==> src/hw/ssp_stop_pkg.sv <==
// constants, register map and state types of the serial port stop/divider block
// assumes one 10 MHz system clock and an APB master with 32-bit data
// ==========================================================================
// How it works
// [RQ1] a stop first pulls the data line low and releases the clock line once data reads low
// [RQ2] during a stop the divider is loaded only after the released clock line reads high
// [RQ3] when the divider expires during a stop after data is released, a low data line flags a bus collision
// [RQ4] a clock line read low after it was seen high and before data is released flags a collision
// [RQ5] the divider is the serial clock source in two-wire master and spi master modes
// [RQ6] a software write to the shift buffer starts the divider with no other command
// [RQ7] when the operation ends the divider stops and the clock output keeps its level
// [RQ8] a reload strobe copies the reload register into the counter once per half period
// [RQ9] the conditions that raise the reload strobe are chosen by the operating mode
// [RQ10] serial clock is the system clock over four times reload plus one, two rollovers
// [RQ11] software keeps reload values 0x00 to 0x02 away from two-wire master use
// [RQ12] any bus collision sets the collision flag and returns the port to idle
// [RQ13] a collision aborts the sequence, releases both lines and clears the stop request
// [RQ14] a good stop sets stop seen, then one divider period after the divider next expires clears the request
// [RQ15] the counter is eight bits wide and a count of zero is the half-period timeout
package ssp_stop_pkg;
	// ======================================================================
	// register byte addresses
	localparam logic [7:0] OFS_CTRL = 8'h00;
	localparam logic [7:0] OFS_SEQ = 8'h04;
	localparam logic [7:0] OFS_RELOAD = 8'h08;
	localparam logic [7:0] OFS_BUF = 8'h0c;
	localparam logic [7:0] OFS_STAT = 8'h10;
	localparam logic [7:0] OFS_EVT = 8'h14;
	localparam logic [7:0] OFS_MASK = 8'h18;
	// ======================================================================
	// field layout
	localparam int MODE_W = 4;
	localparam int CTRL_EN_BIT = 4;
	localparam int SEQ_STOP_BIT = 2;
	localparam int STAT_BUSY_BIT = 0;
	localparam int STAT_STOP_BIT = 4;
	localparam int EV_W = 3;
	localparam int EV_SER = 0;
	localparam int EV_COLL = 1;
	localparam int EV_WCOL = 2;
	localparam int DIV_W = 8;
	localparam int HALF_W = 5;
	// ======================================================================
	// modes, reset values, counts
	localparam logic [MODE_W-1:0] MODE_I2C_MST = 4'h8;
	localparam logic [MODE_W-1:0] MODE_SPI_MST = 4'ha;
	localparam logic [MODE_W-1:0] MODE_RST = 4'h0;
	localparam logic [DIV_W-1:0] RELOAD_RST = 8'h09;
	localparam logic [HALF_W-1:0] HALVES = 5'h10;
	localparam logic PRE_LAST = 1'b1;
	// ======================================================================
	// controller states
	typedef enum logic [2:0] {
		ST_IDLE,
		ST_STP_SDA,
		ST_STP_SCL,
		ST_STP_HIGH,
		ST_STP_REL,
		ST_STP_DONE,
		ST_XFER
	} state_t;
endpackage

==> src/hw/clock_divider.sv <==
// reloadable down counter that times each half period of the serial clock
// assumes load and run come from logic on the same clock
`timescale 1ns/1ps
module clock_divider
	import ssp_stop_pkg::*;
#(
	parameter int W = DIV_W
) (
	input wire logic ref_clk_i, // system clock
	input wire logic rst_n_i, // async reset, low
	input wire logic run_i, // count enable
	input wire logic load_i, // reload strobe
	input wire logic [W-1:0] reload_i, // reload value
	output logic expire_o // zero reached, one cycle
);
	typedef struct packed {
		logic [W-1:0] cnt;
		logic pre;
	} div_t;
	div_t st_ff;
	div_t nxt_st;

	// ======================================================================
	// two system clocks per count step gives four per reload unit per period
	assign expire_o = run_i && st_ff.cnt == '0 && st_ff.pre == PRE_LAST; // RQ15

	always_comb begin
		nxt_st = st_ff;
		if (load_i) begin
			nxt_st.cnt = reload_i; // RQ8
			nxt_st.pre = 1'b0;
		end else if (run_i) begin
			nxt_st.pre = !st_ff.pre;
			if (st_ff.pre == PRE_LAST && st_ff.cnt != '0) begin
				nxt_st.cnt = st_ff.cnt - 1'b1; // RQ10
			end
		end
	end

	always_ff @(posedge ref_clk_i or negedge rst_n_i) begin
		if (!rst_n_i) begin
			st_ff <= '0;
		end else begin
			st_ff <= nxt_st;
		end
	end
endmodule

==> src/hw/ssp_stop_ctrl.sv <==
// serial port master: clock divider, stop sequence with collision checks, apb registers
// assumes open-drain pads outside and an apb master on ref_clk_i
//
// Added by the designer: the register addresses and register access over APB.
`timescale 1ns/1ps
module ssp_stop_ctrl
	import ssp_stop_pkg::*;
(
	input wire logic ref_clk_i, // 10 MHz system clock
	input wire logic rst_n_i, // async reset, low
	input wire logic psel_i, // apb select
	input wire logic penable_i, // apb enable
	input wire logic pwrite_i, // apb write
	input wire logic [7:0] paddr_i, // apb byte address
	input wire logic [31:0] pwdata_i, // apb write data
	output logic [31:0] prdata_o, // apb read data
	output logic pready_o, // apb ready
	output logic pslverr_o, // apb error, unmapped
	input wire logic scl_i, // clock line level
	output logic scl_o, // clock line drive value
	output logic scl_oe_n_o, // low: pull clock line low
	input wire logic sda_i, // data line level
	output logic sda_o, // data line drive value
	output logic sda_oe_n_o, // low: pull data line low
	output logic sck_o, // spi master clock
	output logic irq_o // level interrupt
);
	typedef struct packed {
		logic scl_meta;
		logic scl_s;
		logic sda_meta;
		logic sda_s;
		logic enable;
		logic [MODE_W-1:0] mode;
		logic [DIV_W-1:0] reload;
		logic [DIV_W-1:0] shbuf;
		logic stop_req;
		logic stop_seen;
		logic [EV_W-1:0] evt;
		logic [EV_W-1:0] mask;
		state_t state;
		logic scl_rel;
		logic sda_rel;
		logic sck;
		logic [HALF_W-1:0] halves;
		logic pready;
		logic pslverr;
		logic [31:0] prdata;
		logic irq;
	} ctrl_t;

	ctrl_t st_ff;
	ctrl_t nxt_st;
	logic load;
	logic expire;
	logic wr;
	logic wr_buf;
	logic stop_go;
	logic coll;
	logic i2c_mst;
	logic spi_mst;
	logic [EV_W-1:0] ev_set;

	// ======================================================================
	// half-period timer, runs whenever a sequence is active
	clock_divider #(
		.W(DIV_W)
	) u_div (
		.ref_clk_i(ref_clk_i),
		.rst_n_i(rst_n_i),
		.run_i(st_ff.state != ST_IDLE), // RQ7
		.load_i(load),
		.reload_i(st_ff.reload),
		.expire_o(expire)
	);

	// ======================================================================
	// next-state logic
	always_comb begin
		nxt_st = st_ff;
		load = 1'b0;
		coll = 1'b0;
		stop_go = 1'b0;
		ev_set = '0;
		i2c_mst = st_ff.mode == MODE_I2C_MST;
		spi_mst = st_ff.mode == MODE_SPI_MST;
		wr = psel_i && penable_i && pwrite_i && st_ff.pready;
		wr_buf = wr && paddr_i == OFS_BUF;
		// pins cross in from the bus; first stage feeds only the second
		nxt_st.scl_meta = scl_i;
		nxt_st.scl_s = st_ff.scl_meta;
		nxt_st.sda_meta = sda_i;
		nxt_st.sda_s = st_ff.sda_meta;
		// no wait state: ready is high in the first access cycle
		nxt_st.pready = psel_i && !penable_i;
		nxt_st.pslverr = 1'b0;
		nxt_st.prdata = '0;
		if (psel_i && !penable_i) begin
			case (paddr_i)
				OFS_CTRL: nxt_st.prdata[CTRL_EN_BIT:0] = {st_ff.enable, st_ff.mode};
				OFS_SEQ: nxt_st.prdata[SEQ_STOP_BIT] = st_ff.stop_req;
				OFS_RELOAD: nxt_st.prdata[DIV_W-1:0] = st_ff.reload;
				OFS_BUF: nxt_st.prdata[DIV_W-1:0] = st_ff.shbuf;
				OFS_STAT: begin
					nxt_st.prdata[STAT_STOP_BIT] = st_ff.stop_seen;
					nxt_st.prdata[STAT_BUSY_BIT] = st_ff.state != ST_IDLE;
				end
				OFS_EVT: nxt_st.prdata[EV_W-1:0] = st_ff.evt;
				OFS_MASK: nxt_st.prdata[EV_W-1:0] = st_ff.mask;
				default: nxt_st.pslverr = 1'b1;
			endcase
		end
		// register writes; event bits clear on writing one
		if (wr) begin
			case (paddr_i)
				OFS_CTRL: {nxt_st.enable, nxt_st.mode} = pwdata_i[CTRL_EN_BIT:0];
				OFS_SEQ: stop_go = pwdata_i[SEQ_STOP_BIT];
				OFS_RELOAD: nxt_st.reload = pwdata_i[DIV_W-1:0]; // RQ11
				OFS_EVT: nxt_st.evt = st_ff.evt & ~pwdata_i[EV_W-1:0];
				OFS_MASK: nxt_st.mask = pwdata_i[EV_W-1:0];
				default: ;
			endcase
		end
		// buffer written while busy is dropped and flagged
		if (wr_buf && st_ff.state != ST_IDLE) begin
			ev_set[EV_WCOL] = 1'b1;
		end
		// sequencer
		case (st_ff.state)
			ST_IDLE: begin
				if (stop_go && st_ff.enable && i2c_mst) begin
					nxt_st.stop_req = 1'b1;
					nxt_st.stop_seen = 1'b0;
					nxt_st.sda_rel = 1'b0; // RQ1
					nxt_st.scl_rel = 1'b0; // RQ1
					nxt_st.state = ST_STP_SDA;
				end else if (wr_buf) begin
					nxt_st.shbuf = pwdata_i[DIV_W-1:0];
					if (st_ff.enable && (i2c_mst || spi_mst)) begin
						load = 1'b1; // RQ6
						nxt_st.halves = '0;
						nxt_st.state = ST_XFER; // RQ5
					end
				end
			end
			ST_STP_SDA: begin
				if (!st_ff.sda_s) begin
					nxt_st.scl_rel = 1'b1; // RQ1
					nxt_st.state = ST_STP_SCL;
				end
			end
			ST_STP_SCL: begin
				// a slave stretching the clock just delays the load
				if (st_ff.scl_s) begin
					load = 1'b1; // RQ2
					nxt_st.state = ST_STP_HIGH;
				end
			end
			ST_STP_HIGH: begin
				if (!st_ff.scl_s) begin
					coll = 1'b1; // RQ4
				end else if (expire) begin
					nxt_st.sda_rel = 1'b1;
					load = 1'b1;
					nxt_st.state = ST_STP_REL;
				end
			end
			ST_STP_REL: begin
				if (!st_ff.scl_s && !st_ff.sda_s) begin
					coll = 1'b1; // RQ4
				end else if (expire) begin
					if (!st_ff.sda_s) begin
						coll = 1'b1; // RQ3
					end else begin
						load = 1'b1;
						nxt_st.state = ST_STP_DONE;
					end
				end
				if (st_ff.sda_s && st_ff.scl_s) begin
					nxt_st.stop_seen = 1'b1; // RQ14
				end
			end
			ST_STP_DONE: begin
				if (expire) begin
					nxt_st.stop_req = 1'b0; // RQ14
					ev_set[EV_SER] = 1'b1;
					nxt_st.state = ST_IDLE;
				end
			end
			ST_XFER: begin
				// two-wire mode waits out a stretched high half, spi never does
				if (expire && !(i2c_mst && st_ff.scl_rel && !st_ff.scl_s)) begin // RQ9
					load = 1'b1; // RQ8
					nxt_st.halves = st_ff.halves + 1'b1;
					if (i2c_mst) begin
						nxt_st.scl_rel = !st_ff.scl_rel;
					end else begin
						nxt_st.sck = !st_ff.sck;
					end
					if (st_ff.halves == HALVES - 1'b1) begin
						load = 1'b0; // RQ7
						ev_set[EV_SER] = 1'b1;
						nxt_st.state = ST_IDLE;
					end
				end
			end
			default: nxt_st.state = ST_IDLE;
		endcase
		// a lost stop lets go of both lines so the winner can finish
		if (coll) begin
			ev_set[EV_COLL] = 1'b1; // RQ12
			nxt_st.sda_rel = 1'b1; // RQ13
			nxt_st.scl_rel = 1'b1;
			nxt_st.stop_req = 1'b0;
			nxt_st.state = ST_IDLE;
		end
		// disabling the port ends any sequence and clears stop seen
		if (!st_ff.enable) begin
			nxt_st.state = ST_IDLE;
			nxt_st.sda_rel = 1'b1;
			nxt_st.scl_rel = 1'b1;
			nxt_st.stop_req = 1'b0;
			nxt_st.stop_seen = 1'b0;
		end
		// hardware set wins over a same-cycle software clear
		nxt_st.evt = nxt_st.evt | ev_set;
		nxt_st.irq = |(nxt_st.evt & nxt_st.mask);
	end

	// ======================================================================
	// state register
	always_ff @(posedge ref_clk_i or negedge rst_n_i) begin
		if (!rst_n_i) begin
			st_ff <= '0;
			st_ff.scl_meta <= 1'b1;
			st_ff.scl_s <= 1'b1;
			st_ff.sda_meta <= 1'b1;
			st_ff.sda_s <= 1'b1;
			st_ff.mode <= MODE_RST;
			st_ff.reload <= RELOAD_RST;
			st_ff.state <= ST_IDLE;
			st_ff.scl_rel <= 1'b1;
			st_ff.sda_rel <= 1'b1;
		end else begin
			st_ff <= nxt_st;
		end
	end

	// ======================================================================
	// outputs; open-drain pads only ever pull low
	assign prdata_o = st_ff.prdata;
	assign pready_o = st_ff.pready;
	assign pslverr_o = st_ff.pslverr;
	assign scl_o = 1'b0;
	assign sda_o = 1'b0;
	assign scl_oe_n_o = st_ff.scl_rel;
	assign sda_oe_n_o = st_ff.sda_rel;
	assign sck_o = st_ff.sck;
	assign irq_o = st_ff.irq;
endmodule

==> config.mk <==
export PLATFORM = sky130hd
export DESIGN_NAME = ssp_stop_ctrl
export DESIGN_NICKNAME = d
export VERILOG_FILES = /design/src/hw/ssp_stop_pkg.sv /design/src/hw/clock_divider.sv /design/src/hw/ssp_stop_ctrl.sv
export SDC_FILE = /design/constraint.sdc
export NUM_CORES = 1
export LEC_CHECK = 0
export ABC_AREA = 0
export BUFFER_PORTS_ARGS = -buffer_cell sky130_fd_sc_hd__buf_2
export CORE_MARGIN = 10
export CORE_UTILIZATION = 49
export CTS_CLUSTER_DIAMETER = 30
export DETAILED_ROUTE_END_ITERATION = 16
export GPL_ROUTABILITY_DRIVEN = 1
export HOLD_SLACK_MARGIN = 0.03
export PLACE_DENSITY = 0.82
export SYNTH_ARGS = -nofsm -noshare
export SYNTH_HDL_FRONTEND = slang
export SYNTH_HIERARCHICAL = 1
export SYNTH_SLANG_ARGS = --single-unit
==> constraint.sdc <==
create_clock -name ref_clk_i -period 2.79 [get_ports ref_clk_i]
set_clock_uncertainty 0.2 [all_clocks]
set_input_delay 0 -clock ref_clk_i [delete_from_list [all_inputs] [get_ports ref_clk_i]]
set_output_delay 0 -clock ref_clk_i [all_outputs]
set_load 0.01 [all_outputs]
==> flow_summary.toml <==
[yosys]
synthArstFlopShare_pct = 100
syn-cell-area_um2 = 3670
syn_inst = 349
synth_largest_area_cell = "dfrtp_1"
yosysTopAreaCellShare_pct = 38.2
avgSynthCellArea_um2 = 10.5
synthTopCellsByArea = "dfrtp_1, mux2_2, buf_4, dfstp_2, nand2_1"
synth_edf_count = 0
ys_seq_area_share_pct = 43.9
yosys_most_used_dff = "dfrtp_1"
yosys-top-cells-count = "dfrtp_1, buf_4, mux2_2, nand2_1, nor2_1"
yosys_warnings = 6
ys_types = 77
ys_seq_elements = 64
synthMostInstantiatedCell = "dfrtp_1"

[final_layout]
drive_gt1_share_pct = 33.5
stdcell_area_um2 = 4600
syn_to_final_growth_pct = 25.5
nets = 488
stdcell_count = 541
diodes = 0

[timing]
timing.final.ws_setup_ns = 0.0717
drv_slew = 0
fin_tns_setup_ns = 0
fmax_mhz = 368
hold_violations = 0
rsz0062_at_grt = "yes"
finalSetupViolations = 0
relSlewSlack_pct = 30.4
min_period_ns = 2.72
worst_pin_slew_ns = 1.03
min_period_over_period_pct = 97.4

[critical_path]
path_class = "reg2reg"
rr_startpoint = "st_ff[44]$_DFFE_PN0P_"
arrival_ns = 2.80
slowest_stage = "dfrtp_1"
worstSetupStartpointType = "flip-flop"
critPathMaxFanout = 7
crit_start = "st_ff[44]$_DFFE_PN0P_"
slowest_delay_ns = 0.38
worst-path-buf-inv = 3
cp_top_family = "compound AO/OA/AOI/OAI gates"
cp_cell_sequence = "or2_4 > nor2_4 > inv_2 > nand2_2 > nor3_4 > and4b_1 > a21oi_1 > o22ai_1 > a31oi_1 > o21ai_2 > buf_6 > buf_4 > a2111o_1 > nand3_1"
end_kind = "flip-flop"
worst-endpoint-required_ns = 2.87

[clocking]
cts_tree = "yes"
clk_path_buf_depth = 2
cts.clk_slew.worst_paths_ns = 0.07
clock-sinks = 64
cts_inserted_buffers = 9
clk_latency_ns = 0.35
htreeDepth = 3
cts_root_buf = "clkbuf_8"

[route]
vias = 3156
firstDrtPassIters = 5
route.detailed.drc = 0
wl_per_cell_um = 17.9
dr.max_layer_used = "met4"
totalWireLength_um = 9670
antenna_left = 0
drtIter0Drc = 289
routed-wl-met2_um = 4740
wl_met3_um = 764
met1Wirelength_um = 3870
vias_per_cell = 5.83

[global_routing]
grt_pass1_wl_um = 15800
grt_pass1_vias = 3113
grt-ovfl-total = 0
grt_antenna_before_repair = 0
grt_max_degree = 65
grtUsageTotal_pct = 17.2

[job]
maxCapViolations = 0

[run_status]
outcome = "finished clean"

[die]
pin_count = 87
core_area_um2 = 7250
initial_core_util_pct = 50.6
die_width_um = 107
fp.dieH_um = 107
placementRows = 31
dieArea_um2 = 11300

[placement]
routabilityCongestion = 0.938
pre_cts_slack_ns = -0.162
dp_hpwl_um = 6580
io_buffers = 36
placedCellCount = 497
placed_area_um2 = 4020

[min_path]
hp-class = "in2reg"
holdCritStartpoint = "penable_i"

[power]
p_leak_uw = 0.00212
peakVddDrop_uv = 395
power.density_nw_per_um2 = 462
==> metal layers <==
layer	GRT usage, %	vias to the layer above
met5	0	-
met4	7.74	0
met3	5.13	31
met2	28.0	149
met1	20.5	1551
li1	-	1425
==> cell families (layout without fill, tap and decap cells) <==
logic type                 count (synthesis)  in the layout  share of synthesized area, %
AOI/OAI and AO/OA                         81             81                          15.7
xor gates and xnor gates                   2              2                         0.478
adders and majority gates                  4              4                          1.36
buffers and inverters                     55            123                          9.62
DFF                                       64             64                          43.9
muxes                                     28             28                          8.63
other                                      1             26                         0.102
and+or+nand+nor                          114            114                          20.2
==> worst paths after layout <==
path | endpoint | slack (ns) | cells after the start
max | u_div/st_ff[1]$_DFFE_PN0P_ | 0.07 | 14
min | pready_o$_DFF_PN0_ | 0.07 | 3
max reg2reg | u_div/st_ff[1]$_DFFE_PN0P_ | 0.07 | 14
min reg2reg | st_ff[77]$_DFF_PN1_ | 0.16 | 0
max in group asynchronous | st_ff[59]$_DFFE_PN0P_ | 1.71 | 3
min in group asynchronous | prdata_o[2]$_DFF_PN0_ | 0.17 | 3
==> power breakdown <==
part	leakage [uW]	internal, uW	switching (uW)
logic	0.00116	45.6	74.6
clock network	0.000136	705	357
registers	0.000828	937	5.40
==> repair_timing <==
item                                    4_1_cts  5_1_grt
resized for setup                             3        6
pin swaps                                     0        2
hold buffers                                 25        1
buffers inserted                              0        3
endpoints found under the hold margin        91        2
gates cloned                                  0        0
endpoints found under the setup margin       10       11
==> metrics by stage <==
stage,util (%),total power [uW],hold slack (ns)
2_1_floorplan,-,1020,-0.496
3_3_place_gp,55.4,1050,-0.0948
3_5_place_dp,55.4,1050,-0.0934
4_1_cts,62.8,2140,0.0674
5_1_grt,63.5,2200,0.0656
6_report,63.5,2120,0.0676
==> tightest hold or removal path, stage by stage <==
cell and delay (ns):
buf_2 0.10, nand2b_1 0.35, inv_1 0.12
==> state kept, by name, indices dropped and copies added, names as in the netlist <==
name	flops
u_div/st_ff	9
st_ff	39
nxt_st	2
sda_oe_n_o	1
scl_oe_n_o	1
pready_o	1
irq_o	1
sck_o	1
pslverr_o	1
prdata_o	8
==> placed cells by master, fill, tap and decap left out, types with 5 or more instances in the layout <==
master         instances
nor2_1                17
conb_1                26
nand2_1               20
and3_1                 5
nor3_1                 6
mux2_2                25
a21oi_1               11
dfrtp_1               56
buf_4                 37
inv_1                  7
buf_2                 36
a222oi_1               5
o21ai_0               11
dfstp_2                8
a31oi_1                8
nor2b_1                6
clkbuf_8              10
o31ai_1                5
nand3_1               11
dlygate4sd3_1         25
==> final cells by class <==
type | instances | area [um2]
fill | 553 | 2650
sequential | 64 | 1610
clock inverter | 6 | 130
inverter | 8 | 30.0
tap | 99 | 124
timing repair buffer | 99 | 719
clock buffer | 10 | 138
multi-input combinational | 255 | 1850
Power figures use the tool's default switching activity.
